--- src/rtl/pms_pkg.sv ---
// shared constants for the pipe mac sideband block
package pms_pkg;
    localparam int LANES = 8;
    localparam int AW = 5;
    localparam int DW = 32;
    // register byte offsets
    localparam logic [4:0] OFF_CTRL = 5'h00;
    localparam logic [4:0] OFF_TRAIN = 5'h04;
    localparam logic [4:0] OFF_TXWORD = 5'h08;
    localparam logic [4:0] OFF_STATUS = 5'h0C;
    localparam logic [4:0] OFF_RXCNT = 5'h10;
    // control fields
    localparam int CTRL_RATE_LSB = 0;
    localparam int CTRL_MARGIN_LSB = 2;
    localparam int CTRL_SWING = 5;
    localparam int CTRL_ACCEL = 6;
    localparam int CTRL_TXEN = 7;
    // tx word fields
    localparam int TXW_TYPE_LSB = 0;
    localparam int TXW_BEGIN = 2;
    localparam int TXW_W = 3;
    // status fields
    localparam int STAT_EMPTY = 16;
    localparam int STAT_FULL = 17;
    localparam int FIFO_DEPTH = 32;
    // reset values
    localparam logic [1:0] RATE_RST = 2'h0;
    localparam logic [2:0] MARGIN_RST = 3'h0;
    localparam logic SWING_RST = 1'b1;
    localparam logic ACCEL_RST = 1'b0;
    localparam logic TXEN_RST = 1'b0;
    // sync header codes
    localparam logic [1:0] BLK_OS = 2'h1;
    localparam logic [1:0] BLK_DATA = 2'h2;
    // rate codes, upper bit set means the third rate
    localparam logic [1:0] RATE_G1 = 2'h0;
    localparam logic [1:0] RATE_G2 = 2'h1;
    localparam int RATE_G3_BIT = 1;
    // training state codes
    localparam logic [4:0] LT_DETECT_QUIET = 5'h00;
    localparam logic [4:0] LT_L0 = 5'h0F;
    localparam logic [4:0] LT_DISABLE = 5'h10;
    localparam logic [4:0] LT_L0S = 5'h15;
    localparam logic [4:0] LT_L2_WAKE = 5'h19;
    localparam logic [4:0] LT_EQ_PH3 = 5'h1E;
endpackage : pms_pkg

--- src/rtl/pms_fifo_if.sv ---
// valid/ready carrier between the register side and the transmit fifo
`timescale 1ns/10ps
interface pms_fifo_if #(
    parameter int W = 3
);
    logic in_valid;
    logic in_ready;
    logic [W-1:0] in_data;
    logic out_valid;
    logic out_ready;
    logic [W-1:0] out_data;
    modport fifo (input in_valid, in_data, out_ready, output in_ready, out_valid, out_data);
    modport user (output in_valid, in_data, out_ready, input in_ready, out_valid, out_data);
endinterface : pms_fifo_if

--- src/rtl/pms_top.sv ---
// mac-side pipe sideband: block framing, training state, rate and swing control
// Notes on behaviour
// - at the third rate the transmit sync header per lane is 01 for ordered sets, 10 for data.
// - the transmit valid flag per lane is 0 to make the phy ignore that cycle, 1 for valid data.
// - receive data is used only in cycles where the per-lane receive valid flag is 1.
// - the training state is a 5-bit code, 00000 to 01111 from detect through recovery to L0.
// - codes 10000 to 10101, 11001 and 11010 to 11110 name disable through equalization phase 3.
// - rate 00 is 2.5 Gbps, 01 is 5.0 Gbps and any code with the upper bit set is 8.0 Gbps.
// - a 3-bit transmit margin select is driven from the link control 2 setting.
// - transmit swing high asks for full swing, low for half swing.
// - the accelerated-initialization output is high while shortened initialization is on.
// - every per-lane signal exists identically for lanes 0 to 7.
// - at the third rate the first transmitted word of each block carries transmit block begin.
//
// The Avalon-MM register port and the register offsets are this design's own decisions.
`timescale 1ns/10ps
module pms_top (
    input wire logic clock,
    input wire logic rst_b,
    input wire logic [4:0] address,
    input wire logic read,
    input wire logic write,
    input wire logic [31:0] writedata,
    input wire logic [3:0] byteenable,
    output logic [31:0] readdata,
    output logic waitrequest,
    input wire logic pclk_in,
    input wire logic [15:0] rx_block_type,
    input wire logic [7:0] rx_block_begin,
    input wire logic [7:0] rx_word_valid,
    output logic [15:0] tx_block_type,
    output logic [7:0] tx_block_begin,
    output logic [7:0] tx_word_valid,
    output logic [4:0] link_training_state,
    output logic [1:0] rate,
    output logic [2:0] tx_margin,
    output logic tx_swing,
    output logic accel_init_active
);
    localparam int L = pms_pkg::LANES;

    // address match, shared by read and write decode
    function automatic logic hit(input logic [4:0] a, input logic [4:0] off);
        hit = (a == off);
    endfunction : hit

    // only the documented training codes may be reported
    function automatic logic lt_legal(input logic [4:0] c);
        lt_legal = (c <= pms_pkg::LT_L0S)
            || ((c >= pms_pkg::LT_L2_WAKE) && (c <= pms_pkg::LT_EQ_PH3));
    endfunction : lt_legal

    // reset release
    logic rst_s1_q;
    logic rst_s2_q;
    wire rst_n = rst_s2_q;

    always_ff @(posedge clock or negedge rst_b) begin
        if (!rst_b) begin
            rst_s1_q <= 1'b0;
            rst_s2_q <= 1'b0;
        end else begin
            rst_s1_q <= 1'b1;
            rst_s2_q <= rst_s1_q;
        end
    end

    // pipe clock and receive pins cross into the core clock
    logic pclk_s1_q;
    logic pclk_s2_q;
    logic pclk_s3_q;
    logic [15:0] rxt_s1_q;
    logic [15:0] rxt_s2_q;
    logic [7:0] rxb_s1_q;
    logic [7:0] rxb_s2_q;
    logic [7:0] rxv_s1_q;
    logic [7:0] rxv_s2_q;

    always_ff @(posedge clock or negedge rst_n) begin
        if (!rst_n) begin
            pclk_s1_q <= 1'b0;
            pclk_s2_q <= 1'b0;
            pclk_s3_q <= 1'b0;
            rxt_s1_q <= '0;
            rxt_s2_q <= '0;
            rxb_s1_q <= '0;
            rxb_s2_q <= '0;
            rxv_s1_q <= '0;
            rxv_s2_q <= '0;
        end else begin
            pclk_s1_q <= pclk_in;
            pclk_s2_q <= pclk_s1_q;
            pclk_s3_q <= pclk_s2_q;
            rxt_s1_q <= rx_block_type;
            rxt_s2_q <= rxt_s1_q;
            rxb_s1_q <= rx_block_begin;
            rxb_s2_q <= rxb_s1_q;
            rxv_s1_q <= rx_word_valid;
            rxv_s2_q <= rxv_s1_q;
        end
    end

    // the pipe clock is slow against the core clock, so its edge is found by sampling
    wire pclk_rise = pclk_s2_q && !pclk_s3_q;

    // control registers
    logic [1:0] rate_q;
    logic [2:0] margin_q;
    logic swing_q;
    logic accel_q;
    logic txen_q;
    logic [4:0] train_q;
    logic [15:0] rxcnt_q;
    logic [15:0] rx_type_q;

    wire wr_ctrl = write && byteenable[0] && hit(address, pms_pkg::OFF_CTRL);
    wire wr_train = write && byteenable[0] && hit(address, pms_pkg::OFF_TRAIN);
    wire wr_txword = write && byteenable[0] && hit(address, pms_pkg::OFF_TXWORD);
    wire wr_rxcnt = write && hit(address, pms_pkg::OFF_RXCNT);
    wire train_ok = lt_legal(writedata[4:0]);
    wire gen3 = rate_q[pms_pkg::RATE_G3_BIT];

    always_ff @(posedge clock or negedge rst_n) begin
        if (!rst_n) begin
            rate_q <= pms_pkg::RATE_RST;
            margin_q <= pms_pkg::MARGIN_RST;
            swing_q <= pms_pkg::SWING_RST;
            accel_q <= pms_pkg::ACCEL_RST;
            txen_q <= pms_pkg::TXEN_RST;
        end else if (wr_ctrl) begin
            rate_q <= writedata[pms_pkg::CTRL_RATE_LSB +: 2];
            margin_q <= writedata[pms_pkg::CTRL_MARGIN_LSB +: 3];
            swing_q <= writedata[pms_pkg::CTRL_SWING];
            accel_q <= writedata[pms_pkg::CTRL_ACCEL];
            txen_q <= writedata[pms_pkg::CTRL_TXEN];
        end
    end

    // an undefined training code is dropped so the report never shows a gap code
    always_ff @(posedge clock or negedge rst_n) begin
        if (!rst_n) begin
            train_q <= pms_pkg::LT_DETECT_QUIET;
        end else if (wr_train && train_ok) begin
            train_q <= writedata[4:0];
        end
    end

    assign rate = rate_q;
    assign tx_margin = margin_q;
    assign tx_swing = swing_q;
    assign accel_init_active = accel_q;
    assign link_training_state = train_q;

    // transmit block words go through the fifo; a full fifo stalls the bus write
    pms_fifo_if #(.W(pms_pkg::TXW_W)) txf ();

    pms_fifo #(
        .W(pms_pkg::TXW_W),
        .D(pms_pkg::FIFO_DEPTH)
    ) u_txfifo (
        .clock(clock),
        .rst_b(rst_n),
        .f(txf.fifo)
    );

    assign txf.in_valid = wr_txword;
    assign txf.in_data = writedata[pms_pkg::TXW_W-1:0];

    // one fifo word leaves per pipe clock while enabled at the third rate
    wire tx_fire = pclk_rise && gen3 && txen_q && txf.out_valid;
    assign txf.out_ready = tx_fire;

    wire [1:0] word_type = txf.out_data[pms_pkg::TXW_TYPE_LSB +: 2];
    wire word_begin = txf.out_data[pms_pkg::TXW_BEGIN];

    logic [1:0] txt_q;
    logic txb_q;
    logic txv_q;

    always_ff @(posedge clock or negedge rst_n) begin
        if (!rst_n) begin
            txt_q <= pms_pkg::BLK_DATA;
            txb_q <= 1'b0;
            txv_q <= 1'b1;
        end else if (!gen3) begin
            // framing has no meaning at the lower rates; data always counts
            txb_q <= 1'b0;
            txv_q <= 1'b1;
        end else if (tx_fire) begin
            txt_q <= word_type;
            txb_q <= word_begin;
            txv_q <= 1'b1;
        end else if (pclk_rise) begin
            // underrun or transmit disabled: skip the cycle, type held and begin cleared
            txb_q <= 1'b0;
            txv_q <= 1'b0;
        end
    end

    // receive side: block type per lane is taken on the first valid word of a block
    genvar g;
    generate
        for (g = 0; g < L; g++) begin : g_lane
            assign tx_block_type[2*g +: 2] = txt_q;
            assign tx_block_begin[g] = txb_q;
            assign tx_word_valid[g] = txv_q;

            wire take = pclk_rise && gen3 && rxv_s2_q[g] && rxb_s2_q[g];

            always_ff @(posedge clock or negedge rst_n) begin
                if (!rst_n) begin
                    rx_type_q[2*g +: 2] <= pms_pkg::BLK_DATA;
                end else if (take) begin
                    rx_type_q[2*g +: 2] <= rxt_s2_q[2*g +: 2];
                end
            end
        end
    endgenerate

    // lane 0 block count; a count on the clearing write restarts the count at 1
    wire rx0_take = pclk_rise && gen3 && rxv_s2_q[0] && rxb_s2_q[0];

    always_ff @(posedge clock or negedge rst_n) begin
        if (!rst_n) begin
            rxcnt_q <= '0;
        end else if (rx0_take) begin
            rxcnt_q <= wr_rxcnt ? 16'h0001 : rxcnt_q + 16'h0001;
        end else if (wr_rxcnt) begin
            rxcnt_q <= '0;
        end
    end

    // bus reads take one wait cycle so read data comes from a flop
    logic rd_ack_q;
    logic [31:0] rdata_q;
    wire rd_start = read && !rd_ack_q;

    wire [31:0] ctrl_rd = {24'h000000, txen_q, accel_q, swing_q, margin_q, rate_q};
    wire [31:0] stat_rd = {14'h0000, !txf.in_ready, !txf.out_valid, rx_type_q};
    wire [31:0] rd_mux =
        hit(address, pms_pkg::OFF_CTRL) ? ctrl_rd :
        hit(address, pms_pkg::OFF_TRAIN) ? {27'h0000000, train_q} :
        hit(address, pms_pkg::OFF_STATUS) ? stat_rd :
        hit(address, pms_pkg::OFF_RXCNT) ? {16'h0000, rxcnt_q} :
        32'h00000000;

    always_ff @(posedge clock or negedge rst_n) begin
        if (!rst_n) begin
            rd_ack_q <= 1'b0;
            rdata_q <= '0;
        end else begin
            rd_ack_q <= rd_start;
            if (rd_start) begin
                rdata_q <= rd_mux;
            end
        end
    end

    assign readdata = rdata_q;
    assign waitrequest = read ? !rd_ack_q : (wr_txword && !txf.in_ready);
endmodule : pms_top

--- src/rtl/pms_fifo.sv ---
// flip-flop fifo with valid and ready on both sides
`timescale 1ns/10ps
module pms_fifo #(
    parameter int W = 3,
    parameter int D = 32
) (
    input wire logic clock,
    input wire logic rst_b,
    pms_fifo_if.fifo f
);
    localparam int PW = $clog2(D);
    logic [W-1:0] mem_q [D];
    logic [PW-1:0] wp_q;
    logic [PW-1:0] rp_q;
    logic [PW:0] cnt_q;
    wire push = f.in_valid && f.in_ready;
    wire pop = f.out_valid && f.out_ready;

    assign f.in_ready = (cnt_q != (PW+1)'(D));
    assign f.out_valid = (cnt_q != '0);
    assign f.out_data = mem_q[rp_q];

    always_ff @(posedge clock) begin
        if (push) begin
            mem_q[wp_q] <= f.in_data;
        end
    end

    always_ff @(posedge clock or negedge rst_b) begin
        if (!rst_b) begin
            wp_q <= '0;
            rp_q <= '0;
            cnt_q <= '0;
        end else begin
            if (push) begin
                wp_q <= (wp_q == PW'(D-1)) ? '0 : wp_q + 1'b1;
            end
            if (pop) begin
                rp_q <= (rp_q == PW'(D-1)) ? '0 : rp_q + 1'b1;
            end
            cnt_q <= cnt_q + (PW+1)'(push) - (PW+1)'(pop);
        end
    end
endmodule : pms_fifo

--- config.mk ---
export PLATFORM = sky130hd
export DESIGN_NAME = pms_top
export DESIGN_NICKNAME = d
export VERILOG_FILES = /design/src/rtl/pms_pkg.sv /design/src/rtl/pms_fifo_if.sv /design/src/rtl/pms_top.sv /design/src/rtl/pms_fifo.sv
export SDC_FILE = /design/constraint.sdc
export NUM_CORES = 1
export LEC_CHECK = 0
export BUFFER_PORTS_ARGS = -buffer_cell sky130_fd_sc_hd__buf_2
export CAP_MARGIN = 20
export CELL_PAD_IN_SITES_DETAIL_PLACEMENT = 2
export CELL_PAD_IN_SITES_GLOBAL_PLACEMENT = 2
export CORE_MARGIN = 1
export CORE_UTILIZATION = 30
export DETAILED_ROUTE_END_ITERATION = 16
export PLACE_DENSITY = 0.66
export SYNTH_ARGS = -nofsm -noshare
export SYNTH_HDL_FRONTEND = slang
export SYNTH_SLANG_ARGS = --single-unit
export TNS_END_PERCENT = 30
--- constraint.sdc ---
create_clock -name clock -period 6.5 [get_ports clock]
set_clock_uncertainty 0.15 [all_clocks]
set_input_delay 1.3 -clock clock [delete_from_list [all_inputs] [get_ports clock]]
set_output_delay 1.3 -clock clock [all_outputs]
set_load 0.03 [all_outputs]
==> impl_metrics.env, run 1 <==
export IMPL_status="finished, final reports clean"
export IMPL_slew_violations=0
export IMPL_dr_total_vias=6042
export IMPL_grt_max_degree=73
export IMPL_clk_path_buf_depth=3
export IMPL_grt_overflow=0
export IMPL_core_um2=33400
export IMPL_place_worst_setup_slack_ns=2.22
export IMPL_critPathTopFamily="simple AND/OR/NAND/NOR gates"
export IMPL_sw_frac_of_total_pct=26.4
export IMPL_end_kind="output pin"
export IMPL_port_buffer_count=113
export IMPL_irDropWorstVdd_mv=0.179
export IMPL_worstPathCellList="buf_2, nor2_2, nand3_1, o31ai_1, buf_2"
export IMPL_cap_violations=0
export IMPL_synth_top_cell_by_area="dfrtp_1"
export IMPL_fin_util_pct=35.4
export IMPL_fin_crit_ns=4.10
export IMPL_hold_violations=0
export IMPL_die_area_um2=34600
export IMPL_clk_latency_ns=0.54
export IMPL_rsz0062_at_grt="no"
export IMPL_syn_avg_cell_area_um2=13.8
export IMPL_path_buf_inv=2
export IMPL_area_delta_synth_final_pct=16.5
export IMPL_fin_ws_ns=2.40
export IMPL_std_cell_rows=67
export IMPL_finalInstanceArea_um2=11900
export IMPL_use_met1_pct=19.3
export IMPL_start_kind="primary input"
export IMPL_finalSetupTns_ns=0
export IMPL_power_frac_clock_pct=40.4
export IMPL_timing_hold_worst_class="reg2async"
export IMPL_combPwrFrac_pct=13.4
export IMPL_io_pins=155
export IMPL_routed_wl_um=25300
export IMPL_slowest_delay_ns=0.50
export IMPL_place_inst=1241
export IMPL_p_per_area_nw_per_um2=337
export IMPL_synth_seq_area_share_pct=66.1
export IMPL_final_cells=1294
export IMPL_fmax_mhz=244
export IMPL_antenna_found_initial=0
export IMPL_async_reset_ff_share_pct=61.4
export IMPL_arrival_ns=2.65
export IMPL_drtAntennaViolNets=0
export IMPL_yosys_warnings=0
export IMPL_r2r_end="u_txfifo.cnt_q[4]"
export IMPL_max_slew_margin_pct=41.6
export IMPL_netlist_cell_type_count=61
export IMPL_grt_busiest_layer="met2"
export IMPL_start_util_pct=30.4
export IMPL_vias_per_cell=4.67
export IMPL_p_total_mw=3.99
export IMPL_synth_edff_count=96
export IMPL_grt_pass1_wl_um=39000
export IMPL_fin_hold_ws_ns=0.0887
export IMPL_report_final_setup_viol=0
export IMPL_synth_flop_cell="dfrtp_1"
export IMPL_drive_above_1_share_pct=27.2
export IMPL_first_iter_violations=224
export IMPL_critPathRequiredTime_ns=5.05
export IMPL_grt_util_all_layers_pct=14.9
export IMPL_syn_inst=735
export IMPL_cts_tree="done"
export IMPL_cpMostUsedCell="buf_2"
export IMPL_first_pass_iters=4
export IMPL_final_cell_mix="140 x dfrtp_1, 113 x buf_2, 96 x edfxtp_1"
export IMPL_netlist_top_cells_area="dfrtp_1 35%, edfxtp_1 28%, mux2_2 3.9%"
export IMPL_grtUsageMet2_pct=25.9
export IMPL_syn_area_um2=10200
export IMPL_post_cts_buffers=0
export IMPL_clock_sinks=249
export IMPL_die_w_um=186
export IMPL_path_clk_slew_ns=0.06
export IMPL_nets=920
export IMPL_crit_slowest_cell="nor2_2"
export IMPL_place_area_um2=10900
export IMPL_yosysTopAreaCellShare_pct=34.9
export IMPL_die_h_um=186
export IMPL_wl_per_cell_um=19.5
export IMPL_r2r_slack_ns=2.94
export IMPL_dp_hpwl_um=17000
export IMPL_grt_pass1_vias=6728
export IMPL_worst_r2r_cell_count=13
export IMPL_htreeDepth=1
export IMPL_seqPwrFrac_pct=46.2
export IMPL_worstMarginPinSlew_ns=0.876
export IMPL_drc=0
export IMPL_power_internal_mw=2.94
export IMPL_post_route_period_util_pct=63.1
export IMPL_numCtsBuffers=28
export IMPL_layout_commonest_cell="dfrtp_1"
export IMPL_crit_type="in2out"
export IMPL_ys_ff_latch=249
export IMPL_use_met3_pct=2.69
export IMPL_rr_startpoint="rate[1]"
export IMPL_p_leak_nw=4.84
export IMPL_clockRootBuffer="clkbuf_16"
export IMPL_crit_fanout=13
export IMPL_cts_hold_buf=0
export IMPL_place_congestion=0.759
export IMPL_diodes=0
export IMPL_ctsResizeCount=0
export IMPL_power_switching_mw=1.05
power groups by stage:
| stage | clock network (mW) | registers, mW | logic (mW) |
|---|---|---|---|
| floorplan | 0 | 1.88 | 0.395 |
| global placement | 0 | 1.87 | 0.518 |
| detailed placement | 0 | 1.88 | 0.541 |
| CTS | 1.66 | 1.85 | 0.548 |
| global route | 1.72 | 1.86 | 0.598 |
| finish | 1.61 | 1.85 | 0.535 |
Yosys cell counts (5+ instances only):
cell	n
xor2_1	6
clkbuf_1	11
edfxtp_1	96
mux4_2	6
ha_1	17
a22oi_1	26
a2bb2oi_1	5
or3_1	8
dfrtp_1	142
mux2_2	35
nand4_1	8
buf_4	47
nand2b_1	12
nor2_1	55
buf_2	10
nor3_1	5
and3_1	13
dfstp_2	11
xnor2_1	9
a21oi_1	10
nand3_1	14
o31ai_1	5
mux2i_1	33
inv_1	19
o21ai_0	34
nand2_1	43
worst reg2reg max path, cell delays in order, from the launching register on:
cell and delay, ns:
dfrtp_1 0.50, and3b_1 0.58, nand3_1 0.45, clkinv_1 0.34, ha_1 0.28, inv_1 0.06
ha_1 0.17, inv_1 0.06, fa_1 0.40, inv_1 0.08, a21oi_1 0.06, nor2_1 0.10
nor2_1 0.07, xnor2_1 0.13
final cells by class:
| class | count | area (um2) |
|---|---|---|
| repair buffers | 118 | 603 |
| clock inverters | 13 | 180 |
| multi-input cells | 406 | 2930 |
| inverters | 21 | 78.8 |
| well taps | 448 | 561 |
| fillers | 3436 | 21600 |
| clock buffers | 39 | 772 |
| flip-flops and latches | 249 | 6730 |
per-layer routing:
layer / vias to the layer above / wire length (um)
met1: 3129 / 11200
met3: 29 / 1140
met4: 0 / 264
met2: 131 / 12600
met5: - / 0
li1: 2753 / -
worst max path at each step:
stage / startpoint / end / depth (start not counted)
floorplan: rst_n / accel_init_active / 0
global placement: address[1] / txen_q / 5
detailed placement: address[1] / txen_q / 5
CTS: address[1] / waitrequest / 5
global route: address[1] / waitrequest / 5
finish: address[1] / waitrequest / 5
state kept, by name, indices dropped and copies added (netlist names), 2 cells and up:
name	flops
u_txfifo.mem_q	96
readdata	18
rx_type_q	16
rxcnt_q	16
rxt_s1_q	16
rxt_s2_q	16
rxb_s1_q	8
rxb_s2_q	8
rxv_s1_q	8
rxv_s2_q	8
u_txfifo.cnt_q	6
link_training_state	5
u_txfifo.rp_q	5
u_txfifo.wp_q	5
tx_margin	3
rate	2
txt_q	2
cells by family after synthesis:
logic type               Yosys count  synth area share [%]
flip-flops                       249                  66.1
multiplexers                      74                  8.45
buffers and inverters             93                  5.58
XOR/XNOR                          15                  1.29
AO/OA/AOI/OAI                     96                  6.35
adder cells (fa/ha/maj)           18                  2.29
other                              2                0.0738
AND/OR/NAND/NOR                  188                  9.84
Note: power is estimated with default switching activity, not from simulation.
==> inputs of run 2 (changes only) <==
- clock period: 6.5 -> 4.2 ns (I/O delays scaled with it)
==> impl_metrics.env, run 2 (synthesis results as in run 1) <==
export IMPL_status="finished, final reports clean"
export IMPL_core_um2=33400
export IMPL_timing_hold_worst_class="reg2async"
export IMPL_worstMarginPinSlew_ns=0.875
export IMPL_end_kind="register"
export IMPL_die_h_um=186
export IMPL_clockRootBuffer="clkbuf_16"
export IMPL_dr_total_vias=6127
export IMPL_fmax_mhz=307
export IMPL_slew_violations=0
export IMPL_vias_per_cell=4.70
export IMPL_diodes=0
export IMPL_crit_fanout=8
export IMPL_irDropWorstVdd_mv=0.292
export IMPL_start_util_pct=30.4
export IMPL_port_buffer_count=113
export IMPL_nets=930
export IMPL_largest_reg_flops=96
export IMPL_r2r_slack_ns=0.95
export IMPL_std_cell_rows=67
export IMPL_report_final_setup_viol=0
export IMPL_critPathRequiredTime_ns=4.46
export IMPL_largest_register="u_txfifo.mem_q"
export IMPL_routed_wl_um=25500
export IMPL_drc=0
export IMPL_post_route_period_util_pct=77.4
export IMPL_path_clk_slew_ns=0.06
export IMPL_grt_max_degree=45
export IMPL_clk_latency_ns=0.54
export IMPL_max_slew_margin_pct=41.5
export IMPL_die_area_um2=34600
export IMPL_area_delta_synth_final_pct=17.0
export IMPL_grt_pass1_wl_um=39300
export IMPL_arrival_ns=3.51
export IMPL_cap_violations=0
export IMPL_hold_violations=0
export IMPL_p_per_area_nw_per_um2=511
export IMPL_htreeDepth=1
export IMPL_fin_crit_ns=3.25
export IMPL_dp_hpwl_um=17500
export IMPL_grt_util_all_layers_pct=15.1
export IMPL_clk_path_buf_depth=3
export IMPL_final_cell_mix="140 x dfrtp_1, 113 x buf_2, 96 x edfxtp_1"
export IMPL_drive_above_1_share_pct=28.5
export IMPL_p_total_mw=6.08
export IMPL_finalSetupTns_ns=0
export IMPL_grt_pass1_vias=6606
export IMPL_layout_commonest_cell="dfrtp_1"
export IMPL_p_leak_nw=4.89
export IMPL_start_kind="register"
export IMPL_grt_overflow=0
export IMPL_wl_per_cell_um=19.6
export IMPL_die_w_um=186
export IMPL_first_iter_violations=342
export IMPL_antenna_found_initial=0
export IMPL_first_pass_iters=5
export IMPL_ctsResizeCount=0
export IMPL_drtAntennaViolNets=0
export IMPL_numCtsBuffers=28
export IMPL_crit_type="reg2reg"
export IMPL_io_pins=155
export IMPL_place_congestion=0.729
export IMPL_fin_util_pct=35.6
export IMPL_clock_sinks=249
export IMPL_cts_tree="done"
export IMPL_rsz0062_at_grt="no"
## run 2: final timing paths
kind | startpoint | end | cells past startpoint
max | u_txfifo.cnt_q[3] | u_txfifo.cnt_q[4] | 15
min in group clock | pclk_s1_q | pclk_s2_q | 0
min | rst_n | rxt_s1_q[2] | 0
max reg2reg | u_txfifo.cnt_q[3] | u_txfifo.cnt_q[4] | 15
min reg2reg | rst_n | rxt_s1_q[2] | 0
max in group asynchronous | rst_n | rx_type_q[7] | 1
## run 2: repair_timing
action,in CTS,in global routing
buffers inserted,0,0
hold buffers,1,0
endpoints found under the hold margin,2,0
## run 2: area by class of cell
type | instances | area [um2]
clock buffers | 38 | 810
multi-input cells | 406 | 2930
well taps | 448 | 561
repair buffers | 128 | 693
fillers | 3431 | 21500
inverters | 21 | 78.8
flip-flops and latches | 249 | 6730
clock inverters | 14 | 100
## run 2: where the power goes
part           total (mW)  leakage [nW]  internal (mW)  switching (mW)
sequential           2.88          2.73           2.71           0.174
clock                2.38         0.458           1.41           0.976
combinational       0.817          1.71          0.328           0.489
total                6.08          4.89           4.44            1.64
## run 2: layer usage
metal / wire (um) / vias to the layer above / track usage [%]
met5: 0 / - / 0
met4: 639 / 0 / 4.00
met3: 948 / 39 / 2.22
met2: 13200 / 131 / 27.2
met1: 10700 / 3184 / 18.9
li1: - / 2773 / -
## run 2: stage by stage
stage | hold WS, ns | area [um2] | cells | setup WS [ns]
2_1_floorplan | 0.181 | 10200 | 748 | 1.14
3_3_place_gp | 0.183 | 11000 | 1251 | 0.948
3_5_place_dp | 0.187 | 11000 | 1251 | 0.900
4_1_cts | 0.199 | 11900 | 1304 | 0.882
5_1_grt | 0.207 | 11900 | 1304 | 0.630
6_report | 0.169 | 11900 | 1304 | 0.948
## run 2: critical path, cell delays in order (launching register included)
cell	delay [ns]
dfrtp_1	0.39
inv_1	0.09
ha_1	0.17
nand4_1	0.16
nand3_1	0.33
clkinv_1	0.36
ha_1	0.38
inv_1	0.06
ha_1	0.17
inv_1	0.06
fa_1	0.40
inv_1	0.07
a21oi_1	0.07
nor2_1	0.09
nor2_1	0.06
xnor2_1	0.13
